--- src/ssr_defs.vh ---
// Purpose: Constants for the status summary and service request block
// Assumes: Eight-bit status summary, bit n weighs two to the power n
// Notes:   Included by bare name from the status byte design file only
`ifndef SSR_DEFS_VH
`define SSR_DEFS_VH
`define SSR_WIDTH        8
`define SSR_BIT_SUB_DONE 0
`define SSR_BIT_LIMIT    1
`define SSR_BIT_REQ_CMD  2
`define SSR_BIT_PWR_ON   3
`define SSR_BIT_READY    4
`define SSR_BIT_ERROR    5
`define SSR_BIT_SVC_REQ  6
`define SSR_BIT_DATA     7
`define SSR_STATUS_RESET 8'h08
`define SSR_MASK_RESET   8'h00
`define SSR_KEEP_MASK    8'h70
`endif

--- src/ssr_cond_latch.v ---
// Purpose: Sticky status bits with conditional clear
// Assumes: Set events and live conditions are synchronous to clk
// Notes:   A set in the clear cycle wins over the clear
`timescale 1ns/1ps
module ssr_cond_latch #(
  parameter WIDTH = 8,
  parameter [WIDTH-1:0] RESET_VALUE = 8'h08,
  parameter [WIDTH-1:0] KEEP_MASK   = 8'h70
) (
  input  wire             clk,
  input  wire             reset_n,
  input  wire [WIDTH-1:0] set_event,
  input  wire [WIDTH-1:0] cond_live,
  input  wire             clear,
  output reg  [WIDTH-1:0] bits
);
  reg [WIDTH-1:0] next_bits;

  // Keep bits whose condition still exists, then apply new sets
  always @*
  begin
    next_bits = bits;
    if (clear)
      next_bits = bits & KEEP_MASK & cond_live;
    next_bits = next_bits | set_event;
  end

  always @(posedge clk or negedge reset_n)
  begin
    if (!reset_n)
      bits <= RESET_VALUE;
    else
      bits <= next_bits;
  end
endmodule // ssr_cond_latch

--- src/ssr_status_byte.v ---
// Purpose: Status summary byte and service request generator
// Assumes: Commands arrive as one-cycle strobes synchronous to clk
// Notes:   Query answer is registered one cycle after the strobe
//          Service bit 6 is live, not sticky: it follows the enabled bits
//          Ready sets on the rising edge of its condition only
//          Mask bit 6 has no effect, so the service bit never counts toward the request
`timescale 1ns/1ps
`include "ssr_defs.vh"
module ssr_status_byte #(
  parameter WIDTH = `SSR_WIDTH
) (
  input  wire             clk,
  input  wire             reset_n,
  input  wire             ev_sub_done,
  input  wire             ev_limit,
  input  wire             ev_req_cmd,
  input  wire             ev_data,
  input  wire             ready_cond,
  input  wire             error_cond,
  input  wire             ev_error,
  input  wire             status_summary_query,
  input  wire             clear_status_command,
  input  wire             request_mask_command,
  input  wire [WIDTH-1:0] mask_data,
  output reg  [WIDTH-1:0] query_data,
  output reg              query_valid,
  output reg  [WIDTH-1:0] status_view,
  output reg  [WIDTH-1:0] request_mask,
  output reg              srq
);
  // Field positions of the ready bit hidden from the answer and of the service bit kept outside the sticky latch
  localparam integer POS_READY = `SSR_BIT_READY;
  localparam integer POS_SVC   = `SSR_BIT_SVC_REQ;

  // Sticky bits from the latch; bit 6 is never set there
  wire [WIDTH-1:0] bits;
  reg  [WIDTH-1:0] status_byte;
  reg  [WIDTH-1:0] next_query_data;

  // Event and condition vectors, and the service helpers
  reg  [WIDTH-1:0] set_event;
  reg  [WIDTH-1:0] cond_live;
  reg              svc_pending;
  reg              svc_flag;
  reg              ready_seen;

  // One-hot mask for a position of the status byte
  function [WIDTH-1:0] ssr_bit_mask;
    input integer pos;
    begin
      ssr_bit_mask      = {WIDTH{1'b0}};
      ssr_bit_mask[pos] = 1'b1;
    end
  endfunction

  // Answer seen by the host: ready is hidden while the query is served
  function [WIDTH-1:0] ssr_answer;
    input [WIDTH-1:0] status;
    begin
      ssr_answer = status & ~ssr_bit_mask(POS_READY);
    end
  endfunction

  // Any enabled bit other than the service bit; bit 6 would hold itself up
  function ssr_any_enabled;
    input [WIDTH-1:0] status;
    input [WIDTH-1:0] mask;
    begin
      ssr_any_enabled = |(status & mask & ~ssr_bit_mask(POS_SVC));
    end
  endfunction

  // Ready is raised on its rising condition so a clear can drop it later
  always @(posedge clk or negedge reset_n)
  begin
    if (!reset_n)
    begin
      ready_seen <= 1'b0;
    end
    else
    begin
      ready_seen <= ready_cond;
    end
  end

  // Service bit is registered from the pending request, so it drops one cycle after its cause
  always @(posedge clk or negedge reset_n)
  begin
    if (!reset_n)
    begin
      svc_flag <= 1'b0;
    end
    else
    begin
      svc_flag <= svc_pending;
    end
  end

  // Full status byte: latched bits with the live service bit in place
  always @*
  begin
    status_byte = bits & ~ssr_bit_mask(POS_SVC);
    if (svc_flag)
    begin
      status_byte = status_byte | ssr_bit_mask(POS_SVC);
    end
  end

  // Request test on the full byte against the mask
  always @*
  begin
    svc_pending = ssr_any_enabled(status_byte, request_mask);
  end

  // Event vector into the sticky latch
  always @*
  begin
    set_event                    = {WIDTH{1'b0}};
    set_event[`SSR_BIT_SUB_DONE] = ev_sub_done;
    set_event[`SSR_BIT_LIMIT]    = ev_limit;
    set_event[`SSR_BIT_REQ_CMD]  = ev_req_cmd;
    set_event[`SSR_BIT_PWR_ON]   = 1'b0; // Set by reset only
    set_event[`SSR_BIT_READY]    = ready_cond & ~ready_seen;
    set_event[`SSR_BIT_ERROR]    = ev_error;
    set_event[`SSR_BIT_SVC_REQ]  = 1'b0; // Kept outside the latch
    set_event[`SSR_BIT_DATA]     = ev_data;
  end

  // Conditions that hold a bit over a clear
  always @*
  begin
    cond_live                 = {WIDTH{1'b0}};
    cond_live[`SSR_BIT_READY] = ready_cond;
    cond_live[`SSR_BIT_ERROR] = error_cond;
  end

  // Sticky storage; a set in the clear cycle wins
  ssr_cond_latch #(
    .WIDTH       (WIDTH),
    .RESET_VALUE (`SSR_STATUS_RESET),
    .KEEP_MASK   (`SSR_KEEP_MASK)
  ) u_latch (
    .clk       (clk),
    .reset_n   (reset_n),
    .set_event (set_event),
    .cond_live (cond_live),
    .clear     (clear_status_command),
    .bits      (bits)
  );

  // Mask register, written only by its own command
  always @(posedge clk or negedge reset_n)
  begin
    if (!reset_n)
    begin
      request_mask <= `SSR_MASK_RESET;
    end
    else if (request_mask_command)
    begin
      request_mask <= mask_data;
    end
  end

  // Answer held until the next query, so a slow host can still read it
  always @*
  begin
    next_query_data = query_data;
    if (status_summary_query)
    begin
      next_query_data = ssr_answer(status_byte);
    end
  end

  // Query strobe answered one cycle later with a one-cycle valid
  always @(posedge clk or negedge reset_n)
  begin
    if (!reset_n)
    begin
      query_data  <= {WIDTH{1'b0}};
      query_valid <= 1'b0;
    end
    else
    begin
      query_data  <= next_query_data;
      query_valid <= status_summary_query;
    end
  end

  // View of the byte for the host side, one cycle behind the latch
  always @(posedge clk or negedge reset_n)
  begin
    if (!reset_n)
    begin
      status_view <= `SSR_STATUS_RESET;
    end
    else
    begin
      status_view <= status_byte;
    end
  end

  // Bus service line, registered alongside the service bit
  always @(posedge clk or negedge reset_n)
  begin
    if (!reset_n)
    begin
      srq <= 1'b0;
    end
    else
    begin
      srq <= svc_pending;
    end
  end
endmodule // ssr_status_byte

--- config.mk ---
export PLATFORM = sky130hd
export DESIGN_NAME = ssr_status_byte
export DESIGN_NICKNAME = d
export VERILOG_FILES = /design/src/ssr_cond_latch.v /design/src/ssr_status_byte.v
export VERILOG_INCLUDE_DIRS = /design/src /design/src/src
export SDC_FILE = /design/constraint.sdc
export NUM_CORES = 1
export LEC_CHECK = 0
export CORE_MARGIN = 10
export CORE_UTILIZATION = 60
export CTS_CLUSTER_DIAMETER = 30
export CTS_CLUSTER_SIZE = 25
export DETAILED_ROUTE_END_ITERATION = 8
export DONT_BUFFER_PORTS = 1
export HOLD_SLACK_MARGIN = 0.02
export PLACE_DENSITY = 0.76
export SLEW_MARGIN = 40
export SYNTH_ARGS = -nofsm -noshare
export SYNTH_HDL_FRONTEND = slang
export SYNTH_SLANG_ARGS = --single-unit
--- constraint.sdc ---
create_clock -name clk -period 2.3 [get_ports clk]
set_input_delay 0.23 -clock clk [delete_from_list [all_inputs] [get_ports clk]]
set_output_delay 0.23 -clock clk [all_outputs]
set_load 0.02 [all_outputs]
==> flow_metrics.tcl <==
set metrics [dict create \
    irDropWorstVdd_mv 0.481 \
    synthMuxAreaShare_pct 19.0 \
    io_buffers 0 \
    cp-start-kind "register" \
    cts_buffer_depth 2 \
    clock_latency_ns 0.31 \
    overflow 0 \
    ff2ff_path_depth 2 \
    track_usage_pct 11.6 \
    synth_cells 66 \
    start_util_pct 61.7 \
    layout_commonest_cell "dfrtp_1" \
    wl_um 2300 \
    cts_buffers 5 \
    status "finished clean" \
    final_area_um2 1360 \
    clkTransAtPathRegs_ns 0.09 \
    synth_cell_types 14 \
    antenna_found_initial 0 \
    synthesis.area_um2 1190 \
    worstHoldPathCells 1 \
    period_share_pct 48.9 \
    yosysSeqAreaShare_pct 69.8 \
    drive_gt1_share_pct 28.0 \
    nets 101 \
    power.density_nw_per_um2 804 \
    drv_cap 0 \
    synth_simple_gate_area_share_pct 2.00 \
    cellLeakagePower_uw 0.000615 \
    hold_viol_final 0 \
    r2r_start "request_mask[4]$_DFFE_PN0P_" \
    drcViolationCount 0 \
    reg2reg_to "srq$_DFF_PN0_" \
    dieWidth_um 64.5 \
    synth_compound_area_share_pct 6.01 \
    wl_per_cell_um 21.1 \
    via_per_inst 5.40 \
    setup_tns_ns 0 \
    grt_max_degree 34 \
    h-tree-depth 2 \
    die_area_um2 4160 \
    synthAdderAreaFrac_pct 0 \
    rsz0062_at_grt "false" \
    ys_ff_latch 33 \
    io_pins 46 \
    grt_pass1_wl_um 3550 \
    area_delta_synth_final_pct 14.6 \
    path_class "register to output pin" \
    die_h_um 64.5 \
    firstDrtPassIters 4 \
    setup_violations 0 \
    syn_area_per_cell_um2 18.0 \
    fmax_mhz 890 \
    synthesis.nets 86 \
    hold_path_class "input port to register" \
    pre_cts_slack_ns 1.24 \
    fin_crit_ns 1.12 \
    rrSetupSlack_ns 1.23 \
    skew_ns 0.00625 \
    power_uw 1090 \
    row_count 16 \
    setup.worst_path.end_class "output pin" \
    cts_resized 0 \
    yosys_warnings 0 \
    cts_tree "yes" \
    antenna_left 0 \
    critPathRequiredTime_ns 2.07 \
    synth_xor_area_share_pct 0 \
    num_vias 589 \
    synth_top_family_by_area "multiplexers" \
    root_buffer "clkbuf_4" \
    grt_pass1_vias 669 \
    layout_setup_ws_ns 1.18 \
    hold_start "mask_data[4]" \
    hold_end "request_mask[4]$_DFFE_PN0P_" \
    drt-initial-drc-count 6 \
    cp.arrival_ns 0.89 \
    antennaDiodeCount 0 \
    worst-path-max-fanout 1 \
    coreArea_um2 1920 \
    gp_congestion 0.672 \
    final_cell_mix "dfrtp_1, mux2_4, dlygate4sd3_1" \
    dpl-instance-area_um2 1190 \
    drv_slew 0 \
    cts.sinks 33 \
]
-- layout make-up --
class	instances	area [um2]
Sequential cell	33	828
Clock buffer	8	48.8
Timing Repair Buffer	11	120
Tap cell	27	33.8
Fill cell	146	563
Inverter	1	3.75
Multi-Input combinational cell	29	324
-- per-stage QoR --
step / cells / utilization (%) / hold slack (ns)
CTS: 107 / 69.7 / 0.0206
global placement: 90 / 61.9 / -0.0647
floorplan: 66 / - / -0.0656
finish: 109 / 70.7 / 0.0576
detailed placement: 90 / 61.9 / -0.0646
global route: 109 / 70.7 / 0.0228
-- cells in the mapped netlist --
| cell | instances | area share [%] |
|---|---|---|
| a21o_1 | 5 | 3.2 |
| a222oi_1 | 1 | 0.84 |
| a22o_1 | 1 | 0.74 |
| a22oi_1 | 2 | 1.3 |
| buf_4 | 1 | 0.63 |
| buf_6 | 2 | 1.9 |
| conb_1 | 1 | 0.32 |
| dfrtp_1 | 31 | 65 |
| dfstp_2 | 2 | 4.4 |
| inv_1 | 1 | 0.32 |
| mux2_4 | 15 | 19 |
| nand2b_1 | 2 | 1.1 |
| nand3_1 | 1 | 0.42 |
| nor2b_1 | 1 | 0.53 |
-- flip-flops by register name (all words and copies together), names as in the netlist --
name and count:
srq 1, ready_seen 1, query_valid 1, u_latch.bits 7, status_view 8, request_mask 8
query_data 7
-- report_power, final --
| group | switching (uW) | total, uW | internal (uW) |
|---|---|---|---|
| Clock | 166 | 288 | 122 |
| Combinational | 27.7 | 90.8 | 63.0 |
| Sequential | 87.8 | 713 | 625 |
| Total | 282 | 1090 | 810 |
-- cells by family after synthesis --
logic type             after synthesis
DFF                                 33
muxes                               15
AOI/OAI and AO/OA                    9
and+or+nand+nor                      4
buffers and inverters                4
other                                1
-- how the worst max path moves through the flow --
stage / from / to / slack [ns] / cells past startpoint
floorplan: request_mask[4]$_DFFE_PN0P_ / srq$_DFF_PN0_ / 1.29 / 2
global placement: request_mask[4]$_DFFE_PN0P_ / srq$_DFF_PN0_ / 1.24 / 2
detailed placement: request_mask[4]$_DFFE_PN0P_ / srq$_DFF_PN0_ / 1.24 / 2
CTS: status_view[3]$_DFF_PN1_ / status_view[3] / 1.16 / 0
global route: status_view[3]$_DFF_PN1_ / status_view[3] / 1.13 / 0
finish: status_view[3]$_DFF_PN1_ / status_view[3] / 1.18 / 0
-- timing repair --
item | in CTS | in global routing
hold buffers | 9 | 2
setup buffers | 0 | 0
endpoints found under the hold margin | 40 | 2
-- per-layer routing --
layer / vias up / global-route usage, % / wire length (um)
li1: 256 / - / -
met1: 293 / 10.9 / 753
met2: 35 / 18.8 / 1200
met3: 5 / 8.08 / 321
met4: 0 / 5.61 / 27
met5: - / 0 / 0
(Power assumes the default switching activity.)
